File: src/verilog/wmb_consts.svh
// Constants of the word width mailbox bridge
`ifndef WMB_CONSTS_SVH
`define WMB_CONSTS_SVH
// ==========================================================
// Widths and depths
`define WMB_WORD_W        36
`define WMB_SAT_W         18
`define WMB_FIFO_DEPTH    16
// ==========================================================
// Status word bit positions
`define WMB_ST_OUT_EMPTY  28
`define WMB_ST_OUT_FULL   29
`define WMB_ST_IN_FULL    30
`define WMB_ST_IN_EMPTY   31
`define WMB_ST_LOADING    32
// ==========================================================
// Reset values of the flags
`define WMB_RST_OUT_EMPTY 1'b1
`define WMB_RST_OUT_FULL  1'b0
`define WMB_RST_IN_FULL   1'b0
`define WMB_RST_IN_EMPTY  1'b1
`define WMB_RST_LOADING   1'b0
// ==========================================================
// Piece counts: index of the last piece per mode
`define WMB_LAST_IDX_12   2'h2
`define WMB_LAST_IDX_18   2'h1
// ==========================================================
// Timing
`define WMB_CLK_PERIOD_NS 8
`define WMB_DOUT_GAP_NS   1000
`define WMB_DOUT_GAP_CYC  ((`WMB_DOUT_GAP_NS + `WMB_CLK_PERIOD_NS - 1) / `WMB_CLK_PERIOD_NS)
`endif

File: src/verilog/wmb_pkg.sv
// Types and piece helpers of the word width mailbox bridge
`include "wmb_consts.svh"
package wmb_pkg;
  typedef logic [`WMB_WORD_W-1:0] wmb_word_t;
  typedef logic [`WMB_SAT_W-1:0]  wmb_piece_t;
  typedef logic [1:0]             wmb_idx_t;

  typedef enum logic [0:0] {
    WMB_MODE_12 = 1'b0,
    WMB_MODE_18 = 1'b1
  } wmb_mode_e;

  typedef enum logic [3:0] {
    WMB_H_POLL  = 4'h1,
    WMB_H_STAT  = 4'h2,
    WMB_H_GAP   = 4'h4,
    WMB_H_DWAIT = 4'h8
  } wmb_host_st_e;

  typedef enum logic [9:0] {
    WMB_S_TOUT  = 10'h001,
    WMB_S_WOUT  = 10'h002,
    WMB_S_KOUT  = 10'h004,
    WMB_S_READ  = 10'h008,
    WMB_S_RWAIT = 10'h010,
    WMB_S_RGET  = 10'h020,
    WMB_S_TIN   = 10'h040,
    WMB_S_WIN   = 10'h080,
    WMB_S_KIN   = 10'h100,
    WMB_S_LOAD  = 10'h200
  } wmb_sat_st_e;

  function automatic wmb_idx_t wmb_last_idx(wmb_mode_e m);
    return (m == WMB_MODE_12) ? `WMB_LAST_IDX_12 : `WMB_LAST_IDX_18;
  endfunction

  // Piece i of a word: 12 or 18 bits, lowest piece first
  function automatic wmb_piece_t wmb_piece_get(wmb_word_t w, wmb_mode_e m, wmb_idx_t i);
    wmb_word_t s;
    s = w >> ((m == WMB_MODE_12) ? 12 * i : 18 * i);
    return (m == WMB_MODE_12) ? {6'h00, s[11:0]} : s[17:0];
  endfunction

  // Word with piece i replaced
  function automatic wmb_word_t wmb_piece_put(wmb_word_t w, wmb_piece_t p, wmb_mode_e m,
                                              wmb_idx_t i);
    wmb_word_t mask;
    wmb_word_t val;
    int        sh;
    sh   = (m == WMB_MODE_12) ? 12 * i : 18 * i;
    mask = ((m == WMB_MODE_12) ? 36'h000000FFF : 36'h00003FFFF) << sh;
    val  = ((m == WMB_MODE_12) ? {24'h000000, p[11:0]} : {18'h00000, p}) << sh;
    return (w & ~mask) | (val & mask);
  endfunction
endpackage
File: src/verilog/wmb_link_if.sv
// Link between the bridge device and the host and satellite processors
interface wmb_link_if;
  import wmb_pkg::*;
  // Host instruction pulses and data
  logic       host_sel;
  logic       host_dout_clr;
  logic       host_dout_set;
  logic       host_din;
  logic       host_cin;
  logic       host_cout;
  wmb_word_t  host_wdata;
  wmb_word_t  host_rdata;
  logic       host_rdata_vld;
  logic       host_interrupt_request;
  // Satellite instruction pulses and data
  logic       sat_test_full;
  logic       sat_test_empty;
  logic       sat_read;
  logic       sat_load;
  logic       sat_clear;
  wmb_piece_t sat_wdata;
  wmb_piece_t sat_rdata;
  logic       skip_request;
  logic       satellite_interrupt_request;
  logic       read_request;

  modport dev (
    input  host_sel, host_dout_clr, host_dout_set, host_din, host_cin, host_cout,
    input  host_wdata, sat_test_full, sat_test_empty, sat_read, sat_load, sat_clear,
    input  sat_wdata,
    output host_rdata, host_rdata_vld, host_interrupt_request, sat_rdata, skip_request,
    output satellite_interrupt_request, read_request
  );

  modport far (
    output host_sel, host_dout_clr, host_dout_set, host_din, host_cin, host_cout,
    output host_wdata, sat_test_full, sat_test_empty, sat_read, sat_load, sat_clear,
    output sat_wdata,
    input  host_rdata, host_rdata_vld, host_interrupt_request, sat_rdata, skip_request,
    input  satellite_interrupt_request, read_request
  );
endinterface

File: src/verilog/wmb_bridge_far.sv
// Far end of the mailbox bridge: host and satellite sequencers with send FIFO
`include "wmb_consts.svh"
module wmb_fifo #(
  parameter int W = `WMB_WORD_W,
  parameter int D = `WMB_FIFO_DEPTH
) (
  // Clock and reset
  input  wire logic         sys_clk_i,
  input  wire logic         srst_i,
  // Fill side
  input  wire logic         in_valid_i,
  input  wire logic [W-1:0] in_data_i,
  output logic              in_ready_o,
  // Drain side
  output logic              out_valid_o,
  output logic [W-1:0]      out_data_o,
  input  wire logic         out_ready_i
);
  localparam int AW = $clog2(D);
  localparam logic [AW:0] FULL_CNT = (AW + 1)'(D);

  logic [W-1:0]  mem_q [D];
  logic [AW-1:0] wp_q,  wp_d;
  logic [AW-1:0] rp_q,  rp_d;
  logic [AW:0]   cnt_q, cnt_d;
  logic          push;
  logic          pop;

  assign in_ready_o  = (cnt_q != FULL_CNT);
  assign out_valid_o = (cnt_q != '0);
  assign out_data_o  = mem_q[rp_q];
  assign push        = in_valid_i && in_ready_o;
  assign pop         = out_valid_o && out_ready_i;

  always_comb begin
    wp_d  = push ? wp_q + 1'b1 : wp_q;
    rp_d  = pop ? rp_q + 1'b1 : rp_q;
    cnt_d = cnt_q + (AW + 1)'(push) - (AW + 1)'(pop);
  end

  always_ff @(posedge sys_clk_i) begin
    if (srst_i) begin
      wp_q  <= '0;
      rp_q  <= '0;
      cnt_q <= '0;
    end else begin
      wp_q  <= wp_d;
      rp_q  <= rp_d;
      cnt_q <= cnt_d;
    end
    if (push) begin
      mem_q[wp_q] <= in_data_i;
    end
  end
endmodule

module wmb_bridge_far
  import wmb_pkg::*;
#(
  parameter wmb_mode_e SAT_MODE = WMB_MODE_12
) (
  // Clock and reset
  input  wire logic       sys_clk_i,
  input  wire logic       srst_i,
  // Link to the device
  wmb_link_if.far         link,
  // Host user side
  input  wire logic       hw_valid_i,
  input  wire wmb_word_t  hw_word_i,
  output logic            hw_ready_o,
  input  wire logic       host_finish_i,
  output logic            hr_valid_o,
  output wmb_word_t       hr_word_o,
  // Satellite user side
  input  wire logic       sw_valid_i,
  input  wire wmb_word_t  sw_word_i,
  output logic            sw_ready_o,
  output logic            sr_valid_o,
  output wmb_word_t       sr_word_o
);
  localparam logic [7:0] GAP_LAST = 8'(`WMB_DOUT_GAP_CYC - 1);

  // ==========================================================
  // Host sequencer
  wmb_host_st_e hst_q,  hst_d;
  logic [7:0]   gap_q,  gap_d;
  logic         idle_q, idle_d;
  logic         clr_q,  clr_d;
  logic         set_q,  set_d;
  logic         din_q,  din_d;
  logic         cin_q,  cin_d;
  logic         cout_q, cout_d;
  wmb_word_t    hwd_q,  hwd_d;
  logic         hrv_q,  hrv_d;
  wmb_word_t    hrw_q,  hrw_d;
  logic         f_valid;
  wmb_word_t    f_data;
  logic         f_pop;
  logic         hwr_q;
  logic         f_ready;
  logic         can_send;

  wmb_fifo #(.W(`WMB_WORD_W), .D(`WMB_FIFO_DEPTH)) u_fifo (
    .sys_clk_i   (sys_clk_i),
    .srst_i      (srst_i),
    .in_valid_i  (hw_valid_i && hwr_q),
    .in_data_i   (hw_word_i),
    .in_ready_o  (f_ready),
    .out_valid_o (f_valid),
    .out_data_o  (f_data),
    .out_ready_i (f_pop)
  );

  assign f_pop    = (hst_q == WMB_H_GAP) && (gap_q == GAP_LAST);
  assign can_send = link.host_rdata[`WMB_ST_OUT_EMPTY] || idle_q;

  always_comb begin
    hst_d  = hst_q;
    gap_d  = gap_q;
    idle_d = idle_q;
    clr_d  = 1'b0;
    set_d  = 1'b0;
    din_d  = 1'b0;
    cin_d  = 1'b0;
    cout_d = 1'b0;
    hwd_d  = hwd_q;
    hrv_d  = 1'b0;
    hrw_d  = hrw_q;
    unique case (hst_q)
      WMB_H_POLL: begin
        cin_d = 1'b1;
        hst_d = WMB_H_STAT;
      end
      WMB_H_STAT: begin
        if (link.host_rdata_vld) begin
          hst_d = WMB_H_POLL;
          if (link.host_rdata[`WMB_ST_IN_FULL]) begin
            din_d = 1'b1;
            hst_d = WMB_H_DWAIT;
          end else if (can_send && f_valid) begin
            clr_d  = 1'b1;
            gap_d  = '0;
            idle_d = 1'b0;
            hst_d  = WMB_H_GAP;
          end else if (host_finish_i && !f_valid && !idle_q &&
                       link.host_rdata[`WMB_ST_OUT_EMPTY]) begin
            cout_d = 1'b1;
            idle_d = 1'b1;
          end
        end
      end
      WMB_H_GAP: begin
        gap_d = gap_q + 8'h01;
        if (gap_q == GAP_LAST) begin
          set_d = 1'b1;
          hwd_d = f_data;
          hst_d = WMB_H_POLL;
        end
      end
      WMB_H_DWAIT: begin
        if (link.host_rdata_vld) begin
          hrv_d = 1'b1;
          hrw_d = link.host_rdata;
          hst_d = WMB_H_POLL;
        end
      end
    endcase
  end

  always_ff @(posedge sys_clk_i) begin
    if (srst_i) begin
      hst_q  <= WMB_H_POLL;
      gap_q  <= '0;
      idle_q <= 1'b0;
      clr_q  <= 1'b0;
      set_q  <= 1'b0;
      din_q  <= 1'b0;
      cin_q  <= 1'b0;
      cout_q <= 1'b0;
      hwd_q  <= '0;
      hrv_q  <= 1'b0;
      hrw_q  <= '0;
      hwr_q  <= 1'b0;
    end else begin
      hst_q  <= hst_d;
      gap_q  <= gap_d;
      idle_q <= idle_d;
      clr_q  <= clr_d;
      set_q  <= set_d;
      din_q  <= din_d;
      cin_q  <= cin_d;
      cout_q <= cout_d;
      hwd_q  <= hwd_d;
      hrv_q  <= hrv_d;
      hrw_q  <= hrw_d;
      hwr_q  <= f_ready && !(hw_valid_i && hwr_q);
    end
  end

  // ==========================================================
  // Satellite sequencer
  wmb_sat_st_e sst_q,  sst_d;
  wmb_idx_t    sidx_q, sidx_d;
  wmb_word_t   sbuf_q, sbuf_d;
  logic        tf_q,   tf_d;
  logic        te_q,   te_d;
  logic        rd_q,   rd_d;
  logic        ld_q,   ld_d;
  logic        sc_q,   sc_d;
  wmb_piece_t  swd_q,  swd_d;
  logic        swr_q,  swr_d;
  logic        srv_q,  srv_d;
  logic        s_last;

  assign s_last = (sidx_q == wmb_last_idx(SAT_MODE));

  always_comb begin
    sst_d  = sst_q;
    sidx_d = sidx_q;
    sbuf_d = sbuf_q;
    tf_d   = 1'b0;
    te_d   = 1'b0;
    rd_d   = 1'b0;
    ld_d   = 1'b0;
    sc_d   = 1'b0;
    swd_d  = swd_q;
    swr_d  = 1'b0;
    srv_d  = 1'b0;
    unique case (sst_q)
      WMB_S_TOUT: begin
        sst_d = WMB_S_TIN;
        if (link.satellite_interrupt_request) begin
          tf_d  = 1'b1;
          sst_d = WMB_S_WOUT;
        end
      end
      WMB_S_WOUT: sst_d = WMB_S_KOUT;
      WMB_S_KOUT: begin
        sidx_d = '0;
        sst_d  = link.skip_request ? WMB_S_READ : WMB_S_TIN;
      end
      WMB_S_READ: begin
        rd_d  = 1'b1;
        sst_d = WMB_S_RWAIT;
      end
      WMB_S_RWAIT: sst_d = WMB_S_RGET;
      WMB_S_RGET: begin
        sbuf_d = wmb_piece_put(sbuf_q, link.sat_rdata, SAT_MODE, sidx_q);
        sidx_d = sidx_q + 2'h1;
        sst_d  = WMB_S_READ;
        if (s_last) begin
          srv_d = 1'b1;
          sst_d = WMB_S_TIN;
        end
      end
      WMB_S_TIN: begin
        sst_d = WMB_S_TOUT;
        if (sw_valid_i && link.satellite_interrupt_request) begin
          te_d  = 1'b1;
          sst_d = WMB_S_WIN;
        end
      end
      WMB_S_WIN: sst_d = WMB_S_KIN;
      WMB_S_KIN: begin
        sst_d = WMB_S_TOUT;
        if (link.skip_request) begin
          sbuf_d = sw_word_i;
          swr_d  = 1'b1;
          sc_d   = 1'b1;
          sidx_d = '0;
          sst_d  = WMB_S_LOAD;
        end
      end
      WMB_S_LOAD: begin
        ld_d   = 1'b1;
        swd_d  = wmb_piece_get(sbuf_q, SAT_MODE, sidx_q);
        sidx_d = sidx_q + 2'h1;
        if (s_last) begin
          sst_d = WMB_S_TOUT;
        end
      end
    endcase
  end

  always_ff @(posedge sys_clk_i) begin
    if (srst_i) begin
      sst_q  <= WMB_S_TOUT;
      sidx_q <= '0;
      sbuf_q <= '0;
      tf_q   <= 1'b0;
      te_q   <= 1'b0;
      rd_q   <= 1'b0;
      ld_q   <= 1'b0;
      sc_q   <= 1'b0;
      swd_q  <= '0;
      swr_q  <= 1'b0;
      srv_q  <= 1'b0;
    end else begin
      sst_q  <= sst_d;
      sidx_q <= sidx_d;
      sbuf_q <= sbuf_d;
      tf_q   <= tf_d;
      te_q   <= te_d;
      rd_q   <= rd_d;
      ld_q   <= ld_d;
      sc_q   <= sc_d;
      swd_q  <= swd_d;
      swr_q  <= swr_d;
      srv_q  <= srv_d;
    end
  end

  // ==========================================================
  // Outputs
  assign link.host_sel       = clr_q || set_q || din_q || cin_q || cout_q;
  assign link.host_dout_clr  = clr_q;
  assign link.host_dout_set  = set_q;
  assign link.host_din       = din_q;
  assign link.host_cin       = cin_q;
  assign link.host_cout      = cout_q;
  assign link.host_wdata     = hwd_q;
  assign link.sat_test_full  = tf_q;
  assign link.sat_test_empty = te_q;
  assign link.sat_read       = rd_q;
  assign link.sat_load       = ld_q;
  assign link.sat_clear      = sc_q;
  assign link.sat_wdata      = swd_q;
  assign hw_ready_o          = hwr_q;
  assign hr_valid_o          = hrv_q;
  assign hr_word_o           = hrw_q;
  assign sw_ready_o          = swr_q;
  assign sr_valid_o          = srv_q;
  assign sr_word_o           = sbuf_q;
endmodule

File: src/flat_wrapper.sv
// flat-port wrapper written by rule: the top's interface ports become plain ports
module wmb_bridge_far_flat import wmb_pkg::*;
#(
  parameter wmb_mode_e SAT_MODE = WMB_MODE_12
)
  (sys_clk_i, srst_i, hw_valid_i, hw_word_i, hw_ready_o, host_finish_i, hr_valid_o, hr_word_o, sw_valid_i, sw_word_i, sw_ready_o, sr_valid_o, sr_word_o, link_host_sel, link_host_dout_clr, link_host_dout_set, link_host_din, link_host_cin, link_host_cout, link_host_wdata, link_sat_test_full, link_sat_test_empty, link_sat_read, link_sat_load, link_sat_clear, link_sat_wdata, link_host_rdata, link_host_rdata_vld, link_host_interrupt_request, link_sat_rdata, link_skip_request, link_satellite_interrupt_request, link_read_request);
  wmb_link_if link_i ();
  input  wire logic sys_clk_i;
  input  wire logic srst_i;
  input  wire logic hw_valid_i;
  input  wire wmb_word_t hw_word_i;
  output logic hw_ready_o;
  input  wire logic host_finish_i;
  output logic hr_valid_o;
  output wmb_word_t hr_word_o;
  input  wire logic sw_valid_i;
  input  wire wmb_word_t sw_word_i;
  output logic sw_ready_o;
  output logic sr_valid_o;
  output wmb_word_t sr_word_o;
  output wire logic [$bits(link_i.host_sel)-1:0] link_host_sel;
  output wire logic [$bits(link_i.host_dout_clr)-1:0] link_host_dout_clr;
  output wire logic [$bits(link_i.host_dout_set)-1:0] link_host_dout_set;
  output wire logic [$bits(link_i.host_din)-1:0] link_host_din;
  output wire logic [$bits(link_i.host_cin)-1:0] link_host_cin;
  output wire logic [$bits(link_i.host_cout)-1:0] link_host_cout;
  output wire logic [$bits(link_i.host_wdata)-1:0] link_host_wdata;
  output wire logic [$bits(link_i.sat_test_full)-1:0] link_sat_test_full;
  output wire logic [$bits(link_i.sat_test_empty)-1:0] link_sat_test_empty;
  output wire logic [$bits(link_i.sat_read)-1:0] link_sat_read;
  output wire logic [$bits(link_i.sat_load)-1:0] link_sat_load;
  output wire logic [$bits(link_i.sat_clear)-1:0] link_sat_clear;
  output wire logic [$bits(link_i.sat_wdata)-1:0] link_sat_wdata;
  input wire logic [$bits(link_i.host_rdata)-1:0] link_host_rdata;
  input wire logic [$bits(link_i.host_rdata_vld)-1:0] link_host_rdata_vld;
  input wire logic [$bits(link_i.host_interrupt_request)-1:0] link_host_interrupt_request;
  input wire logic [$bits(link_i.sat_rdata)-1:0] link_sat_rdata;
  input wire logic [$bits(link_i.skip_request)-1:0] link_skip_request;
  input wire logic [$bits(link_i.satellite_interrupt_request)-1:0] link_satellite_interrupt_request;
  input wire logic [$bits(link_i.read_request)-1:0] link_read_request;
  assign link_host_sel = link_i.host_sel;
  assign link_host_dout_clr = link_i.host_dout_clr;
  assign link_host_dout_set = link_i.host_dout_set;
  assign link_host_din = link_i.host_din;
  assign link_host_cin = link_i.host_cin;
  assign link_host_cout = link_i.host_cout;
  assign link_host_wdata = link_i.host_wdata;
  assign link_sat_test_full = link_i.sat_test_full;
  assign link_sat_test_empty = link_i.sat_test_empty;
  assign link_sat_read = link_i.sat_read;
  assign link_sat_load = link_i.sat_load;
  assign link_sat_clear = link_i.sat_clear;
  assign link_sat_wdata = link_i.sat_wdata;
  assign link_i.host_rdata = link_host_rdata;
  assign link_i.host_rdata_vld = link_host_rdata_vld;
  assign link_i.host_interrupt_request = link_host_interrupt_request;
  assign link_i.sat_rdata = link_sat_rdata;
  assign link_i.skip_request = link_skip_request;
  assign link_i.satellite_interrupt_request = link_satellite_interrupt_request;
  assign link_i.read_request = link_read_request;
  wmb_bridge_far #(.SAT_MODE(SAT_MODE)) u_core (.sys_clk_i(sys_clk_i), .srst_i(srst_i), .link(link_i), .hw_valid_i(hw_valid_i), .hw_word_i(hw_word_i), .hw_ready_o(hw_ready_o), .host_finish_i(host_finish_i), .hr_valid_o(hr_valid_o), .hr_word_o(hr_word_o), .sw_valid_i(sw_valid_i), .sw_word_i(sw_word_i), .sw_ready_o(sw_ready_o), .sr_valid_o(sr_valid_o), .sr_word_o(sr_word_o));
endmodule
File: config.mk
export PLATFORM = sky130hd
export DESIGN_NAME = wmb_bridge_far_flat
export DESIGN_NICKNAME = d
export VERILOG_FILES = /design/src/verilog/wmb_pkg.sv /design/src/verilog/wmb_link_if.sv /design/src/verilog/wmb_bridge_far.sv /design/src/flat_wrapper.sv
export VERILOG_INCLUDE_DIRS = /design/src /design/src/verilog
export SDC_FILE = /design/constraint.sdc
export NUM_CORES = 1
export LEC_CHECK = 0
export BUFFER_PORTS_ARGS = -buffer_cell sky130_fd_sc_hd__buf_2
export CELL_PAD_IN_SITES_DETAIL_PLACEMENT = 1
export CELL_PAD_IN_SITES_GLOBAL_PLACEMENT = 1
export CORE_MARGIN = 2
export CORE_UTILIZATION = 50
export CTS_CLUSTER_DIAMETER = 120
export DETAILED_ROUTE_END_ITERATION = 8
export PLACE_DENSITY = 0.8
export SLEW_MARGIN = 20
export SYNTH_ARGS = -nofsm -noshare
export SYNTH_HDL_FRONTEND = slang
export SYNTH_SLANG_ARGS = --single-unit
File: constraint.sdc
create_clock -name sys_clk_i -period 4.8 [get_ports sys_clk_i]
set_input_delay 0.72 -clock sys_clk_i [delete_from_list [all_inputs] [get_ports sys_clk_i]]
set_output_delay 0.72 -clock sys_clk_i [all_outputs]
set_load 0.01 [all_outputs]
# ---- Word level (Yosys, flattened, before mapping)
# Memory sizes are Yosys's and may differ from the RTL's. A register that Yosys moved wholly into a read port is not among the register bits.
# Cells that the tools add are included.
dict set report word_totals {
  register_bits 135
  ram_bits 576
  out_inout_bits 141
  elab_cells 149
  n_memories 1
}
# memory words width rd rd_ports_with_merged_regs wr line
set mem_list {}
lappend mem_list {u_core.u_fifo.mem_q 16 36 1 1 1 wmb_bridge_far.sv:22} ;# logic [W-1:0] mem_q [D];
dict set report classes {
  addsub 6
  multipliers 1
  eq_ne 24
  shift 3
  mux 37
  bitwise_logic 13
  reduce_logical 40
}
# op n
set ops {}
lappend ops {{10-bit case mux with 10 select lines} 1}
lappend ops {{36-bit AND} 2}
lappend ops {{36-bit case mux with 2 select lines} 1}
lappend ops {{36-bit two-way mux} 1}
lappend ops {{36-bit NOT} 1}
lappend ops {{36-bit OR} 1}
lappend ops {{12-bit by 6-bit left shift with 36-bit output} 1}
lappend ops {{12-bit by 6-bit left shift with 36-bit output (first input constant)} 1}
lappend ops {{36-bit by 6-bit >> shifter with 12-bit output} 1}
lappend ops {{8-bit two-way mux} 4}
lappend ops {{7-bit two-way mux} 3}
lappend ops {{10-bit two-way mux} 2}
lappend ops {{1-bit two-way mux} 16}
lappend ops {{4-bit two-way mux} 4}
lappend ops {{4-bit case mux with 4 select lines} 1}
lappend ops {{8-bit case mux with 2 select lines} 1}
lappend ops {{2-bit OR reduction} 7}
lappend ops {{10-bit by 1-bit equality test with 1-bit output (second input constant)} 1}
lappend ops {{10-bit equality test (second input constant)} 1}
lappend ops {{10-bit by 2-bit equality test with 1-bit output (second input constant)} 1}
lappend ops {{10-bit by 3-bit equality test with 1-bit output (second input constant)} 1}
lappend ops {{10-bit by 4-bit equality test with 1-bit output (second input constant)} 1}
lappend ops {{10-bit by 5-bit equality test with 1-bit output (second input constant)} 1}
lappend ops {{10-bit by 6-bit equality test with 1-bit output (second input constant)} 1}
lappend ops {{other kinds (34)} 69}

# ---- Longest topological paths before layout
dict set report logic_depth {
  ltp_word 7
  depth_mapped 14
}

# ---- Cells and area by module
# From an unflattened synthesis, not the netlist that was laid out.
dict set report hier_totals {
  hier_cells 1874
  hier_area_um2 29500.8
}
# module n_inst cells_each area_per_inst_um2
set by_module_without_submodules {}
lappend by_module_without_submodules {wmb_fifo 1 989 22421.5}
lappend by_module_without_submodules {wmb_bridge_far 1 885 7079.3}

# ---- Least setup slack after synthesis
# Ideal clock, no wire load.
dict set report synth_timing {
  path_type {input -> register}
  startpoint {input hw_valid_i}
  endpoint {memory u_core.u_fifo.mem_q[3][0] in the netlist's numbering, enable pin}
  arrival_ps 3963
  required_time_ps 4326
  slack_ps 363
  cell_stages 4
  path_buffers 0
  cell_sequence {nand2_1 -> a31oi_1 -> nand2_1 -> nor3_1}
}
dict set report synth_via {
  elab_chain_len 4
}
# item line
set synth_rtl {}
lappend synth_rtl {{start, declared} flat_wrapper.sv:10} ;# input wire logic hw_valid_i;
lappend synth_rtl {{1-bit logical AND} wmb_bridge_far.sv:106} ;# .in_valid_i (hw_valid_i && hwr_q),
lappend synth_rtl {{1-bit logical AND} wmb_bridge_far.sv:32} ;# assign push = in_valid_i && in_ready_o;
lappend synth_rtl {{1-bit two-way mux} wmb_bridge_far.sv:51} ;# if (push) begin
lappend synth_rtl {{1-bit two-way mux (implied by the code)} wmb_bridge_far.sv:52} ;# mem_q[wp_q] <= in_data_i;
lappend synth_rtl {{end, declared} wmb_bridge_far.sv:22}
# No other way between the ends.

==> results.ini <==
[outcome]
status=complete, no violations

[detailed_routing]
vias_per_cell=6.10
drt_iter0_markers=1498
drc_errors=0
wirelength_um=76800
firstDrtPassIters=5
ant_nets=0
vias=17500
wire_per_inst_um=26.7

[worst_setup_path]
crit_path_top_delay_cell=dfxtp_2
cp_cell_sequence=clkinv_1 > ha_1 > mux2_2 > a22oi_1 > nor3_1 > a211oi_1 > nor3_1
cp_top_family=flip-flops
crit_type=flop to flop
max_stage_delay_ns=1.03
cp_max_fo=42
cp.arrival_ns=4.14
cp.required_ns=5.27
startpoint_type=flop
worst-path-buf-inv=1
critPathCaptureType=flop
cp_common_cell=nor3_1

[clock_network]
cts-resized-gates=0
cts_tree=built
post_cts_buffers=0
cts_buffers=77
htreeDepth=3
cts_root_buf=clkbuf_16
clockBufferDepth=3
clk_pin_slew_ns=0.06
holdBufCountCts=0
worstSkewPairLatency_ns=0.65
clock-sinks=747

[sta]
fin_worst_skew_ns=0.0290
rsz0062_at_grt=false
fmax_mhz=272
slew-limit-headroom_pct=25.7
final.period_utilization_pct=76.5
setup_violations=0
hold_viol_final=0
worst_pin_slew_ns=1.11
tns_ns=0
slew_violations=0
post-route-min-period_ns=3.67

[placed_design]
port_buffers=262
place.gp.congestion=0.864
place_area_um2=31600
hpwl_um=45000

[synth]
synth_area_leaders=edfxtp_1 59%, dfxtp_1 12%, mux4_2 11%
avgSynthCellArea_um2=16.5
synth-edff-count=576
ys.flop_type=edfxtp_1
synth_cell_types=61
ys_async_sr_fraction_pct=0
synth-seq-area-share_pct=70.7
yosys_register_bits=747
synth_area_leader_cell=edfxtp_1
synthCells=1776
synth_top_cell_area_share_pct=59.0
ys_warn_count=0
syn-cell-area_um2=29300

[pwr]
ir_worst_vdd_v=0.000350
p_per_area_nw_per_um2=400
power_leakage_nw=11.5

[floorplan]
dieHeight_um=246
initial_utilization_pct=50.7
core_area_um2=57800
die-area_um2=60600
io_pins=277
rows=88
die_w_um=246

[cells_and_area]
finish.utilization_pct=59.3
nets=2203
final_area_um2=34300
drive_gt1_share_pct=29.8
areaGrowthSynthToFinish_pct=16.9

[global_routing]
grt_pass1_wl_um=116000
grt_pass1_vias=18400
grt_overflow=0
antenna_found_initial=5
grt_max_degree=89
groute.usage.overall_pct=25.6

[job]
maxCapViolCount=0

[hold_path]
hold_path_class=input port to flop

logic make-up (layout without fill, tap and decap cells):
logic type      count (synthesis)  after routing  share of synthesized area (%)
buf+inv                       133            463                           2.00
fa+ha+maj                      19             19                          0.837
xor+xnor                       20             20                          0.598
flops                         747            747                           70.7
simple gates                  423            423                           6.91
other cells                     1              8                         0.0128
mux                           170            170                           12.0
compound gates                263            263                           7.00
placed cells by master, fill, tap and decap left out, drive strengths merged, types with 9 or more instances in the layout:
cell	count
edfxtp	576
buf	300
dfxtp	171
mux4	144
nand2	141
nor2	118
clkbuf	113
a22oi	80
nor3	77
a21oi	63
a22o	44
a211oi	37
inv	23
mux2i	22
ha	18
clkinv	18
xnor2	14
nor4	13
nor2b	10
nand3b	9
or3	9
metrics by stage:
| stage | instances | hold slack (ns) | setup slack (ns) | total power [mW] |
|---|---|---|---|---|
| after detailed placement | 2733 | 0.443 | 1.22 | 7.70 |
| after floorplan | 1781 | 0.414 | 0.363 | 7.45 |
| after global routing | 2878 | 0.298 | 0.898 | 14.1 |
| after global placement | 2733 | 0.437 | 1.35 | 7.66 |
| after CTS | 2875 | 0.273 | 1.21 | 13.8 |
| final | 2878 | 0.309 | 1.13 | 13.7 |
report_power, final:
group	switching, mW	leakage (nW)	internal [mW]
Clock	2.53	1.25	3.58
Combinational	0.331	3.73	0.173
Sequential	0.0371	6.57	7.03
Total	2.90	11.5	10.8
state kept, by name, summed over array words and instances, names as in the netlist, 2 cells and up, named ones only:
signal	flops
u_core.u_fifo.mem_q	576
u_core.hr_word_o	36
u_core.link.host_wdata	36
u_core.link.sat_wdata	12
u_core.sst_q	10
u_core.gap_q	8
u_core.u_fifo.cnt_q	5
u_core.hst_q	4
u_core.u_fifo.rp_q	4
u_core.u_fifo.wp_q	4
u_core.sidx_q	2
layout make-up:
| class | count | area, µm² |
|---|---|---|
| diodes | 2 | 5.00 |
| repair buffers | 300 | 1720 |
| clock inverters | 29 | 382 |
| well taps | 765 | 957 |
| clock buffers | 113 | 2200 |
| flip-flops and latches | 747 | 20700 |
| fillers | 5312 | 23600 |
| multi-input cells | 901 | 8190 |
| inverters | 21 | 78.8 |
cells in the mapped netlist, drive strengths merged (7+ instances only):
master	instances
a22oi	80
mux4	144
xnor2	14
ha	18
a221oi	8
edfxtp	576
inv	20
a22o	44
nor2	118
nand2b	7
nor4	13
or3	9
mux2i	22
a21o	8
buf	48
clkbuf	64
nand3	7
nor2b	10
a211oi	37
a21oi	63
dfxtp	171
nor3	77
nand3b	9
nand2	141
worst register-to-register path, cell delays in order (launching register included):
cell and delay [ns]:
dfxtp_2 1.03, clkinv_1 0.65, ha_1 0.72, mux2_2 0.40, a22oi_1 0.25, nor3_1 0.11
a211oi_1 0.27, nor3_1 0.09
worst paths after layout:
path                                                   startpoint                                end  slack, ns  cells past startpoint
worst max-delay path                u_core.sidx_q[0]$_SDFFE_PP0P_                               flop       1.13                      7
worst min-delay path             link_satellite_interrupt_request       u_core.sst_q[6]$_SDFFE_PP0P_       0.31                      2
worst max register to register      u_core.sidx_q[0]$_SDFFE_PP0P_                               flop       1.13                      7
worst min register to register  u_core.hr_word_o[15]$_SDFFE_PP0P_  u_core.hr_word_o[15]$_SDFFE_PP0P_       0.45                      2
per-layer routing:
| layer | wire length [µm] | GRT usage (%) | up-vias |
|---|---|---|---|
| met5 | 25 | 0 | - |
| met4 | 2290 | 9.23 | 4 |
| met1 | 30700 | 33.9 | 9044 |
| li1 | - | - | 7538 |
| met2 | 38300 | 42.5 | 797 |
| met3 | 5530 | 4.88 | 164 |
Note: power is estimated with default switching activity, not from simulation.
